`config.mk`:
```
export PLATFORM = sky130hd
export DESIGN_NAME = i2cm_ctrl
export DESIGN_NICKNAME = d
export VERILOG_FILES = /design/src/rtl/i2cm_pkg.sv /design/src/rtl/i2cm_ctrl.sv
export SDC_FILE = /design/constraint.sdc
export NUM_CORES = 1
export LEC_CHECK = 0
export BUFFER_PORTS_ARGS = -buffer_cell sky130_fd_sc_hd__buf_2
export CAP_MARGIN = 20
export CORE_MARGIN = 2
export CORE_UTILIZATION = 56
export DETAILED_ROUTE_END_ITERATION = 8
export PLACE_DENSITY = 0.79
export RECOVER_POWER = 100
export SLEW_MARGIN = 25
export SYNTH_ARGS = -nofsm -noshare
export SYNTH_HDL_FRONTEND = slang
export SYNTH_SLANG_ARGS = --single-unit
```
`constraint.sdc`:
```
create_clock -name ref_clk -period 2.55 [get_ports ref_clk]
set_input_delay 0.255 -clock ref_clk [delete_from_list [all_inputs] [get_ports ref_clk]]
set_output_delay 0.255 -clock ref_clk [all_outputs]
set_load 0.02 [all_outputs]
```
`src/rtl/i2cm_pkg.sv`:
```
// Purpose: shared constants and types of the i2c control/status block
// Assumes: 20 MHz ref_clk, registers on a 32-bit APB slave port
// Notes: register byte addresses are one aligned word each
`default_nettype none
package i2cm_pkg;
  // timing of the generated bus clock: half period of a 100 kHz scl
  localparam int CLK_PERIOD_NS = 50;
  localparam int SCL_HALF_NS = 5000;
  localparam int SCL_HALF_CYC = (SCL_HALF_NS / CLK_PERIOD_NS < 1) ? 1 :
                                SCL_HALF_NS / CLK_PERIOD_NS;
  localparam logic [6:0] SCL_HALF_CNT = 7'(SCL_HALF_CYC - 1);
  // register byte addresses
  localparam logic [7:0] ADDR_CTRL = 8'h00;
  localparam logic [7:0] ADDR_SR1 = 8'h04;
  localparam logic [7:0] ADDR_SR2 = 8'h08;
  localparam logic [7:0] ADDR_OWN = 8'h0C;
  localparam logic [7:0] ADDR_DATA = 8'h10;
  // control_word fields
  localparam int CR_PE = 5;
  localparam int CR_GC = 4;
  localparam int CR_START = 3;
  localparam int CR_ACK = 2;
  localparam int CR_STOP = 1;
  localparam int CR_ITE = 0;
  // first_status fields
  localparam int S1_EVF = 7;
  localparam int S1_HDR = 6;
  localparam int S1_TRA = 5;
  localparam int S1_BUSY = 4;
  localparam int S1_BTF = 3;
  localparam int S1_OWN_MATCH_FLAG = 2;
  localparam int S1_LEAD = 1;
  localparam int S1_SB = 0;
  // second_status fields
  localparam int S2_AF = 4;
  localparam int S2_HALT_CONDITION_SEEN = 3;
  localparam int S2_LOST_CONTENTION_FLAG = 2;
  localparam int S2_MISPLACED_CONDITION_FLAG = 1;
  localparam int S2_BROADCAST_SEEN_FLAG = 0;
  // address values and bit slot numbers on the bus
  localparam logic [7:0] GC_ADDR = 8'h00;
  localparam logic [7:0] GC_IGNORE = 8'h01;
  localparam logic [4:0] HDR_PREFIX = 5'h1E;
  localparam logic [3:0] BIT_ACK = 4'h8;
  localparam logic [3:0] BIT_END = 4'h9;
  // master condition generator
  typedef enum logic [2:0] {M_IDLE, M_STA, M_RUN, M_REP, M_REP2, M_STO1, M_STO2} i2cm_mst_e;
  // state cleared while the interface is switched off
  typedef struct packed {
    logic pe, gcEn, startReq, ackEn, irqAllow;
    logic hdrSent, sent_not_received_flag, busy, byte_done_flag, own_match_flag, master, sb;
    logic af, halt_condition_seen, lost_contention_flag, misplaced_condition_flag, broadcast_seen_flag, ev6;
    logic inAddr, xmit, slvSel, txReady, nack, hdrPhase;
    logic sdaLow, mSclLow, mSdaLow;
    logic [3:0] bitCnt;
    i2cm_mst_e mState;
  } i2cm_st_s;
  // state kept while the interface is switched off
  typedef struct packed {
    logic sclS1, sclS2, sclPrev, sdaS1, sdaS2, sdaPrev;
    logic stopReq, rdSr1, rdSr2;
    logic [7:0] ownAddr, dataReg, shiftReg, rdData;
    logic [6:0] halfCnt;
  } i2cm_keep_s;
  localparam i2cm_st_s ST_RESET = '0;
  localparam i2cm_keep_s KEEP_RESET = '0;
endpackage
`default_nettype wire

```
`src/rtl/i2cm_ctrl.sv`:
```
// Purpose: multimaster/slave i2c control word, status words and bus engine
// Assumes: open-drain pins, ref_clk 20 MHz, apb slave with zero wait states
// Notes: clock divider and 10-bit own address are not modelled
//
// Notes on behaviour
// - switched off: clear control and status except stop request, release pins
// - first enabling write sets only enable; second write loads the rest
// - broadcast accept: ack 00h, ignore 01h, flag it, receive only
// - start request: repeated start as master, start on free bus as slave
// - ack enable returns ack after received address or data bytes
// - master stop after byte or pending start; hardware clears; off keeps it
// - slave stop request releases both lines after the byte; software clears
// - irq allow gates the single interrupt; cleared when switched off
// - hold scl low while header, start, byte done, match or address event
// - summary flag is the or of all event flags and the address event
// - header flag set after 10-bit header; second status read then data write
// - direction flag valid with byte done; cleared by stop, loss, off
// - busy set on start, cleared on stop or bus error
// - byte done after ack clock; cleared by first status read then data access
// - match flag on own or broadcast address; cleared by first status read
// - leader flag set when start makes us master; cleared on stop, loss, off
// - start-sent flag set after start; cleared by first status read, data write
// - nack flag set on missing ack, cleared by second status read, no stretch
// - slave stop flag set on stop after ack, cleared by second status read
// - arbitration loss: flag, back to slave, no stretch, none during ack bit
// - misplaced start or stop sets bus error; second status read clears it
`default_nettype none
module i2cm_ctrl
  import i2cm_pkg::*;
(
  // clock and reset
  input wire logic ref_clk,
  input wire logic sys_rst,
  // apb slave
  input wire logic psel,
  input wire logic penable,
  input wire logic pwrite,
  input wire logic [7:0] paddr,
  input wire logic [31:0] pwdata,
  output logic [31:0] prdata,
  output logic pready,
  output logic pslverr,
  // open-drain bus pins
  input wire logic sclIn,
  output logic sclOut,
  output logic sclOe,
  input wire logic sdaIn,
  output logic sdaOut,
  output logic sdaOe,
  // interrupt request to the cpu
  output logic irqReq
);

  i2cm_st_s st_reg, st_next;
  i2cm_keep_s kp_reg, kp_next;
  logic acc, regWr, regRd, mapped;
  logic sclRise, sclFall, startSeen, stopSeen, byteEndEv;
  logic txing, stretch, any_event_flag, slaveHold, tick, arbLoss;

  // own or broadcast address seen on the bus; 01h is never answered
  function automatic logic addrHit(input logic [7:0] b, input logic [7:0] own,
                                   input logic gc);
    return (b != GC_IGNORE) && ((b[7:1] == own[7:1]) || (gc && b == GC_ADDR));
  endfunction

  // bus access decode, zero wait states
  assign acc = psel & penable;
  assign regWr = acc & pwrite;
  assign regRd = acc & ~pwrite;
  assign mapped = paddr inside {ADDR_CTRL, ADDR_SR1, ADDR_SR2, ADDR_OWN, ADDR_DATA};
  assign pready = 1'h1;
  assign pslverr = acc & ~mapped;
  assign prdata = {24'h00_0000, kp_reg.rdData};

  // line events, seen only on the second synchroniser stage and after
  assign sclRise = kp_reg.sclS2 & ~kp_reg.sclPrev;
  assign sclFall = ~kp_reg.sclS2 & kp_reg.sclPrev;
  assign startSeen = kp_reg.sclS2 & kp_reg.sclPrev & kp_reg.sdaPrev & ~kp_reg.sdaS2;
  assign stopSeen = kp_reg.sclS2 & kp_reg.sclPrev & ~kp_reg.sdaPrev & kp_reg.sdaS2;
  assign byteEndEv = st_reg.pe & sclFall & ~startSeen & ~stopSeen & (st_reg.bitCnt == BIT_END);
  assign tick = kp_reg.halfCnt == SCL_HALF_CNT;

  // role decode and the summary event flag
  assign txing = st_reg.master ? (st_reg.inAddr | st_reg.xmit) :
                 (st_reg.slvSel & st_reg.xmit & ~st_reg.inAddr);
  assign stretch = st_reg.hdrSent | st_reg.sb | st_reg.byte_done_flag | st_reg.own_match_flag | st_reg.ev6;
  assign any_event_flag = stretch | st_reg.af | st_reg.halt_condition_seen | st_reg.lost_contention_flag | st_reg.misplaced_condition_flag;
  assign arbLoss = st_reg.pe & sclRise & ~startSeen & st_reg.master & txing &
                   (st_reg.bitCnt < BIT_ACK) & ~st_reg.sdaLow & ~kp_reg.sdaS2;
  // a slave holds scl only between bytes, and lets go when asked to stop
  assign slaveHold = st_reg.slvSel & ~st_reg.master & stretch & (st_reg.bitCnt == 4'h0) &
                     ~kp_reg.stopReq;

  // pins: never drive high, enables pull the wire low
  assign sclOut = 1'h0;
  assign sdaOut = 1'h0;
  assign sclOe = st_reg.pe & (st_reg.mSclLow | slaveHold);
  assign sdaOe = st_reg.pe & (st_reg.mSdaLow | st_reg.sdaLow);
  assign irqReq = st_reg.irqAllow & any_event_flag;

  // next state: bus effects first, then line events, so a set beats a clear
  always_comb begin
    logic [3:0] nb;
    logic isGc;
    nb = 4'h0;
    isGc = 1'h0;
    st_next = st_reg;
    kp_next = kp_reg;
    kp_next.sclS1 = sclIn;
    kp_next.sclS2 = kp_reg.sclS1;
    kp_next.sclPrev = kp_reg.sclS2;
    kp_next.sdaS1 = sdaIn;
    kp_next.sdaS2 = kp_reg.sdaS1;
    kp_next.sdaPrev = kp_reg.sdaS2;
    kp_next.halfCnt = tick ? 7'h00 : 7'(kp_reg.halfCnt + 7'h01);

    // read data is latched in the setup cycle; side effects wait for the access
    if (psel & ~penable) begin
      kp_next.rdData = 8'h00;
      case (paddr)
        ADDR_CTRL: begin
          kp_next.rdData[CR_PE] = st_reg.pe;
          kp_next.rdData[CR_GC] = st_reg.gcEn;
          kp_next.rdData[CR_START] = st_reg.startReq;
          kp_next.rdData[CR_ACK] = st_reg.ackEn;
          kp_next.rdData[CR_STOP] = kp_reg.stopReq;
          kp_next.rdData[CR_ITE] = st_reg.irqAllow;
        end
        ADDR_SR1: begin
          kp_next.rdData[S1_EVF] = any_event_flag;
          kp_next.rdData[S1_HDR] = st_reg.hdrSent;
          kp_next.rdData[S1_TRA] = st_reg.sent_not_received_flag;
          kp_next.rdData[S1_BUSY] = st_reg.busy;
          kp_next.rdData[S1_BTF] = st_reg.byte_done_flag;
          kp_next.rdData[S1_OWN_MATCH_FLAG] = st_reg.own_match_flag;
          kp_next.rdData[S1_LEAD] = st_reg.master;
          kp_next.rdData[S1_SB] = st_reg.sb;
        end
        ADDR_SR2: begin
          kp_next.rdData[S2_AF] = st_reg.af;
          kp_next.rdData[S2_HALT_CONDITION_SEEN] = st_reg.halt_condition_seen;
          kp_next.rdData[S2_LOST_CONTENTION_FLAG] = st_reg.lost_contention_flag;
          kp_next.rdData[S2_MISPLACED_CONDITION_FLAG] = st_reg.misplaced_condition_flag;
          kp_next.rdData[S2_BROADCAST_SEEN_FLAG] = st_reg.broadcast_seen_flag;
        end
        ADDR_OWN: kp_next.rdData = kp_reg.ownAddr;
        ADDR_DATA: kp_next.rdData = kp_reg.dataReg;
        default: kp_next.rdData = 8'h00;
      endcase
    end

    // clear sequences remember only the access just before
    if (acc) begin
      kp_next.rdSr1 = 1'h0;
      kp_next.rdSr2 = 1'h0;
    end
    if (regRd && paddr == ADDR_SR1) begin
      kp_next.rdSr1 = 1'h1;
      st_next.own_match_flag = 1'h0;
      if (st_reg.own_match_flag && st_reg.xmit) begin
        st_next.byte_done_flag = 1'h1; // slave transmitter now waits for its first byte
        st_next.sent_not_received_flag = 1'h1;
      end
    end
    if (regRd && paddr == ADDR_SR2) begin
      kp_next.rdSr2 = 1'h1;
      st_next.af = 1'h0;
      st_next.halt_condition_seen = 1'h0;
      st_next.lost_contention_flag = 1'h0;
      st_next.misplaced_condition_flag = 1'h0;
    end
    if (acc && paddr == ADDR_DATA) begin
      if (kp_reg.rdSr1) begin
        st_next.byte_done_flag = 1'h0;
      end
      if (pwrite) begin
        kp_next.dataReg = pwdata[7:0];
        if (kp_reg.rdSr1) begin
          st_next.sb = 1'h0;
        end
        if (kp_reg.rdSr2) begin
          st_next.hdrSent = 1'h0;
        end
        if (txing && st_reg.bitCnt == 4'h0) begin
          kp_next.shiftReg = pwdata[7:0];
          st_next.txReady = 1'h1;
          st_next.sdaLow = ~pwdata[7]; // first bit goes out while scl is low
        end
      end
    end
    if (regWr && paddr == ADDR_OWN) begin
      kp_next.ownAddr = pwdata[7:0];
    end
    if (regWr && paddr == ADDR_CTRL) begin
      if (!st_reg.pe) begin
        st_next.pe = pwdata[CR_PE];
      end else begin
        st_next.pe = pwdata[CR_PE];
        st_next.gcEn = pwdata[CR_GC];
        st_next.startReq = pwdata[CR_START];
        st_next.ackEn = pwdata[CR_ACK];
        kp_next.stopReq = pwdata[CR_STOP];
        st_next.irqAllow = pwdata[CR_ITE];
        if (kp_reg.rdSr1 && st_reg.ev6) begin
          st_next.ev6 = 1'h0;
          if (st_reg.master && st_reg.xmit) begin
            st_next.byte_done_flag = 1'h1;
            st_next.sent_not_received_flag = 1'h1;
          end
        end
      end
    end

    // master condition generator, paced by the half-period tick
    if (st_reg.pe) begin
      case (st_reg.mState)
        M_IDLE: begin
          if (st_reg.startReq && !st_reg.master && !st_reg.busy && kp_reg.sclS2 &&
              kp_reg.sdaS2) begin
            st_next.mSdaLow = 1'h1;
            st_next.mState = M_STA;
          end
        end
        M_STA: begin
          if (tick) begin
            st_next.mSclLow = 1'h1;
            st_next.master = 1'h1;
            st_next.sb = 1'h1;
            st_next.startReq = 1'h0;
            st_next.mState = M_RUN;
          end
        end
        M_RUN: begin
          if (st_reg.bitCnt == 4'h0 && st_reg.mSclLow) begin
            if (kp_reg.stopReq) begin
              st_next.sdaLow = 1'h0;
              st_next.mSdaLow = 1'h1;
              st_next.mState = M_STO1;
            end else if (st_reg.startReq) begin
              st_next.sdaLow = 1'h0;
              st_next.mSdaLow = 1'h0;
              st_next.mState = M_REP;
            end else if (tick && !stretch && !(txing && !st_reg.txReady)) begin
              st_next.mSclLow = 1'h0;
              st_next.mSdaLow = 1'h0;
            end
          end else if (tick) begin
            st_next.mSdaLow = 1'h0;
            if (st_reg.mSclLow) begin
              st_next.mSclLow = 1'h0;
            end else if (kp_reg.sclS2) begin
              st_next.mSclLow = 1'h1; // low phase starts once the line is seen high
            end
          end
        end
        M_STO1: begin
          if (tick) begin
            st_next.mSclLow = 1'h0;
            st_next.mState = M_STO2;
          end
        end
        M_STO2: begin
          if (tick && kp_reg.sclS2) begin
            st_next.mSdaLow = 1'h0;
            kp_next.stopReq = 1'h0;
            st_next.mState = M_IDLE;
          end
        end
        M_REP: begin
          if (tick) begin
            st_next.mSclLow = 1'h0;
            st_next.mState = M_REP2;
          end
        end
        M_REP2: begin
          if (tick && kp_reg.sclS2) begin
            st_next.mSdaLow = 1'h1;
            st_next.mState = M_STA;
          end
        end
        default: st_next.mState = M_IDLE;
      endcase
    end

    // bit engine driven by the observed scl and sda
    // the first scl rise of a slot may belong to a stop or repeated start, so a
    // condition there is never counted as misplaced
    if (st_reg.pe && startSeen) begin
      st_next.busy = 1'h1;
      if (st_reg.bitCnt > 4'h1 && (st_reg.slvSel || st_reg.master)) begin
        st_next.misplaced_condition_flag = 1'h1;
        st_next.busy = 1'h0;
      end
      st_next.bitCnt = 4'h0;
      st_next.inAddr = 1'h1;
      st_next.slvSel = 1'h0;
    end else if (st_reg.pe && stopSeen) begin
      st_next.busy = 1'h0;
      if (st_reg.bitCnt > 4'h1 && (st_reg.slvSel || st_reg.master)) begin
        st_next.misplaced_condition_flag = 1'h1;
      end else if (st_reg.slvSel && !st_reg.master && st_reg.ackEn) begin
        st_next.halt_condition_seen = 1'h1;
      end
      st_next.master = 1'h0;
      st_next.sent_not_received_flag = 1'h0;
      st_next.broadcast_seen_flag = 1'h0;
      st_next.slvSel = 1'h0;
      st_next.inAddr = 1'h0;
      st_next.bitCnt = 4'h0;
      st_next.sdaLow = 1'h0;
      st_next.mSclLow = 1'h0;
      st_next.mSdaLow = 1'h0;
      st_next.mState = M_IDLE;
    end else if (st_reg.pe && sclRise) begin
      if (st_reg.bitCnt < BIT_ACK) begin
        kp_next.shiftReg = {kp_reg.shiftReg[6:0], kp_reg.sdaS2};
      end
      if (st_reg.bitCnt == BIT_ACK) begin
        st_next.nack = kp_reg.sdaS2;
      end
      if (st_reg.bitCnt < BIT_END) begin
        st_next.bitCnt = 4'(st_reg.bitCnt + 4'h1);
      end
      if (arbLoss) begin
        st_next.lost_contention_flag = 1'h1;
        st_next.master = 1'h0;
        st_next.sent_not_received_flag = 1'h0;
        st_next.mState = M_IDLE;
        st_next.mSclLow = 1'h0;
        st_next.sdaLow = 1'h0;
      end
    end else if (st_reg.pe && sclFall) begin
      nb = (st_reg.bitCnt == BIT_END) ? 4'h0 : st_reg.bitCnt;
      st_next.bitCnt = nb;
      isGc = st_reg.gcEn && kp_reg.shiftReg == GC_ADDR;
      if (byteEndEv) begin
        st_next.sdaLow = 1'h0;
        st_next.inAddr = 1'h0;
        if (st_reg.inAddr && st_reg.master) begin
          st_next.txReady = 1'h0;
          if (st_reg.nack) begin
            st_next.af = 1'h1;
          end else if (kp_reg.dataReg[7:3] == HDR_PREFIX && !kp_reg.dataReg[0] &&
                       !st_reg.hdrPhase) begin
            st_next.hdrSent = 1'h1;
            st_next.hdrPhase = 1'h1;
            st_next.inAddr = 1'h1;
          end else begin
            st_next.ev6 = 1'h1;
            st_next.hdrPhase = 1'h0;
            st_next.xmit = st_reg.hdrPhase | ~kp_reg.dataReg[0];
          end
        end else if (st_reg.inAddr) begin
          if (st_reg.ackEn && addrHit(kp_reg.shiftReg, kp_reg.ownAddr, st_reg.gcEn)) begin
            st_next.own_match_flag = 1'h1;
            st_next.slvSel = 1'h1;
            st_next.broadcast_seen_flag = isGc;
            st_next.xmit = kp_reg.shiftReg[0] & ~isGc;
          end
        end else if (st_reg.master || st_reg.slvSel) begin
          if (txing) begin
            st_next.byte_done_flag = 1'h1;
            st_next.sent_not_received_flag = 1'h1;
            st_next.txReady = 1'h0;
            if (st_reg.nack) begin
              st_next.af = 1'h1;
            end
          end else begin
            kp_next.dataReg = kp_reg.shiftReg;
            if (st_reg.ackEn) begin
              st_next.byte_done_flag = 1'h1;
              st_next.sent_not_received_flag = 1'h0;
            end
          end
        end
      end else if (nb == BIT_ACK) begin
        // receivers answer in the ninth clock
        st_next.sdaLow = st_reg.ackEn & (st_reg.inAddr ?
          (~st_reg.master & addrHit(kp_reg.shiftReg, kp_reg.ownAddr, st_reg.gcEn)) :
          (~txing & (st_reg.master | st_reg.slvSel)));
      end else if (nb != 4'h0) begin
        st_next.sdaLow = txing & ~kp_reg.shiftReg[7];
      end
      if (!st_reg.master && kp_reg.stopReq && byteEndEv) begin
        st_next.sdaLow = 1'h0;
      end
    end

    // direction only means something beside byte done
    if (!st_next.byte_done_flag) begin
      st_next.sent_not_received_flag = 1'h0;
    end
    // switched off: everything in i2cm_st_s clears; the stop request, stored bytes, synchronisers, tick counter and read memories stay
    if (!st_next.pe) begin
      st_next = ST_RESET;
    end
  end

  // register both state groups
  always_ff @(posedge ref_clk) begin
    if (sys_rst) begin
      st_reg <= ST_RESET;
      kp_reg <= KEEP_RESET;
    end else begin
      st_reg <= st_next;
      kp_reg <= kp_next;
    end
  end
endmodule // i2cm_ctrl
`default_nettype wire

```
==> results.ini <==
[run_status]
status=finished, violations left
violations=max-capacitance violations, max-slew violations

[critical_path]
arrival_ns=2.11
cp-end-kind=output pin
start_kind=register
path_class=reg -> out
required_ns=2.30
path_max_fanout=5

[grt]
antenna_found_initial=0
grt.total_usage_pct=27.65
grt_max_degree=44
grt_first_pass_wirelength_um=19430
grt_pass1_vias=3867
grt_overflow_total=0

[cells_and_area]
final_design_area_no_fill_um2=5049
layout_common_cells=dfxtp_1, nor2_1, mux2i_1
drive_gt1_share_pct=12.22
area_growth_pct=6.324
fin_cells=694
nets=636
final_util_pct=61.44
nFillCells=743
antenna_cells=0
final_common_cell=dfxtp_1
largest_reg_flops=36

[drt]
viasPerCell=6.200
ant_nets=0
avgRoutedWirePerCell_um=18.11
totalWireLength_um=12570
drc=0
first_pass_iters=5
vias=4303
drt_iter0_markers=284

[clock_network]
cts-root-buf=clkbuf_8
clk_latency_ns=0.36
tritoncts=done
cts-htree-levels=3
clk_pin_slew_ns=0.09
clk_path_buf_depth=2
cts_inserted_buffers=9
clkSinkCount=82

[power]
clockPowerShare_pct=37.4
p_leak_nw=1.867
power.share.sequential_pct=56.0
powerDensity_nw_per_um2=461.5
power.switching_mw=0.6280
vdd_drop_max_mv=0.3326
comb_power_share_pct=6.5
power.total_mw=2.330
p_sw_share_pct=26.96
internal-power_mw=1.702

[die]
start_util_pct=57.79
placementRows=33
die_x_um=96.08
dieArea_um2=9231
io_pins=86
core_um2=8217
fp.dieH_um=96.08

[timing]
final_hold_viol_count=0
fin_ws_ns=0.1857
timing.fmax_mhz=423.0
skew_ns=0.01201
slew_headroom_pct=-27.68
max_slew.worst_pin.slew_ns=1.915
holdWs_ns=0.1248
drv_slew=44
setup_viol=0
setup-tns-final_ns=0
rsz0062_at_grt=no
min_period_over_period_pct=92.72
min_period_ns=2.364

[synth]
ys_async_sr_fraction_pct=0
synth-edff-count=0
ys_ff_latch=82
yosys_warnings=0
syn_avg_cell_area_um2=8.479
seq_area_frac_synth_pct=34.57
synthDistinctLibCells=69
synthFlopType=dfxtp_1
syn_inst=560
syn_area_um2=4748

[run]
drv_cap=1

[hold_path]
holdCritPathClass=in -> reg

[placed_design]
dp_hpwl_um=9611
dpl.cell_count=678
place_congestion=0.9136
portBuffers=34
dpl_cell_area_um2=4900
place_ws_ns=0.1967

## worst max-delay path: stages, from the launching register on
cell and delay (ns):
dfxtp_1 0.36, or4_1 0.50, nor2_1 0.42, nor2_1 0.12
o21a_1 0.19, clkbuf_1 0.16
## repair_timing
action | in CTS | in global routing
hold buffers | 0 | 0
setup endpoints to repair | 0 | 1
gates resized for setup | 0 | 1
buffers inserted | 0 | 0
## synth_stat cells (all sizes together), types with 3 or more instances
library cell,n,area share [%]
a2111oi,3,0.95
a211oi,27,4.3
a21o,3,0.47
a21oi,26,2.7
a22oi,11,1.7
a311oi,3,0.55
a31oi,7,0.92
a41oi,3,0.55
and3,7,0.92
and4,3,0.61
buf,45,6.6
clkbuf,19,1.5
dfxtp,82,35
ha,5,1.3
inv,19,1.5
mux2i,33,7.0
mux4,5,2.4
nand2,29,2.3
nand2b,8,1.1
nand3,20,2.1
nand4,8,1.1
nor2,70,5.5
nor2b,12,1.6
nor3,17,1.8
nor3b,3,0.47
nor4,10,1.6
o211ai,6,0.95
o21a,4,0.63
o21ai,9,0.95
o221ai,3,0.55
or3,4,0.53
or4,5,0.87
xnor2,12,2.2
xor2,3,0.55
## metal layers
layer | global-route usage (%) | wire length, um | up-vias
met4 | 11.67 | 365 | 0
li1 | - | - | 2038
met2 | 45.83 | 5988 | 189
met5 | 0 | 0 | -
met3 | 5.403 | 879 | 31
met1 | 35.01 | 5331 | 2045
## area by class of cell
cell class	instances	area [um2]	area share, %
flip-flops and latches	82	1642	32.52
multi-input cells	419	2746	54.40
clock buffers	10	127.6	2.528
well taps	105	131.4	2.602
inverters	20	75.07	1.487
clock inverters	6	52.55	1.041
repair buffers	52	274.0	5.428
## worst paths after layout
path / from / end / slack (ns) / cells past startpoint
setup / recovery: st_reg[25] / sclOe / 0.19 / 5
hold reg to reg: kp_reg[0] / kp_reg[0] / 0.45 / 1
setup reg to reg: st_reg[3] / st_reg[9] / 0.27 / 7
hold / removal: sclIn / kp_next[46] / 0.12 / 2
## power groups by stage
stage / Combinational [mW] / Clock, mW / Sequential (mW)
floorplan: 0.146 / 0 / 1.33
global placement: 0.149 / 0 / 1.33
detailed placement: 0.153 / 0 / 1.34
CTS: 0.154 / 0.877 / 1.31
global route: 0.164 / 0.930 / 1.31
finish: 0.152 / 0.872 / 1.31
## kinds of logic (layout without fill, tap and decap cells)
logic type / after synthesis / in the layout / share of synthesized area [%]
compound gates: 118 / 118 / 17.87
other cells: 2 / 27 / 0.1582
xor+xnor: 15 / 15 / 2.767
buf+inv: 84 / 88 / 9.697
flops: 82 / 82 / 34.57
mux: 40 / 40 / 9.802
fa+ha+maj: 5 / 5 / 1.318
simple gates: 214 / 214 / 23.82
(Power assumes the default switching activity.)
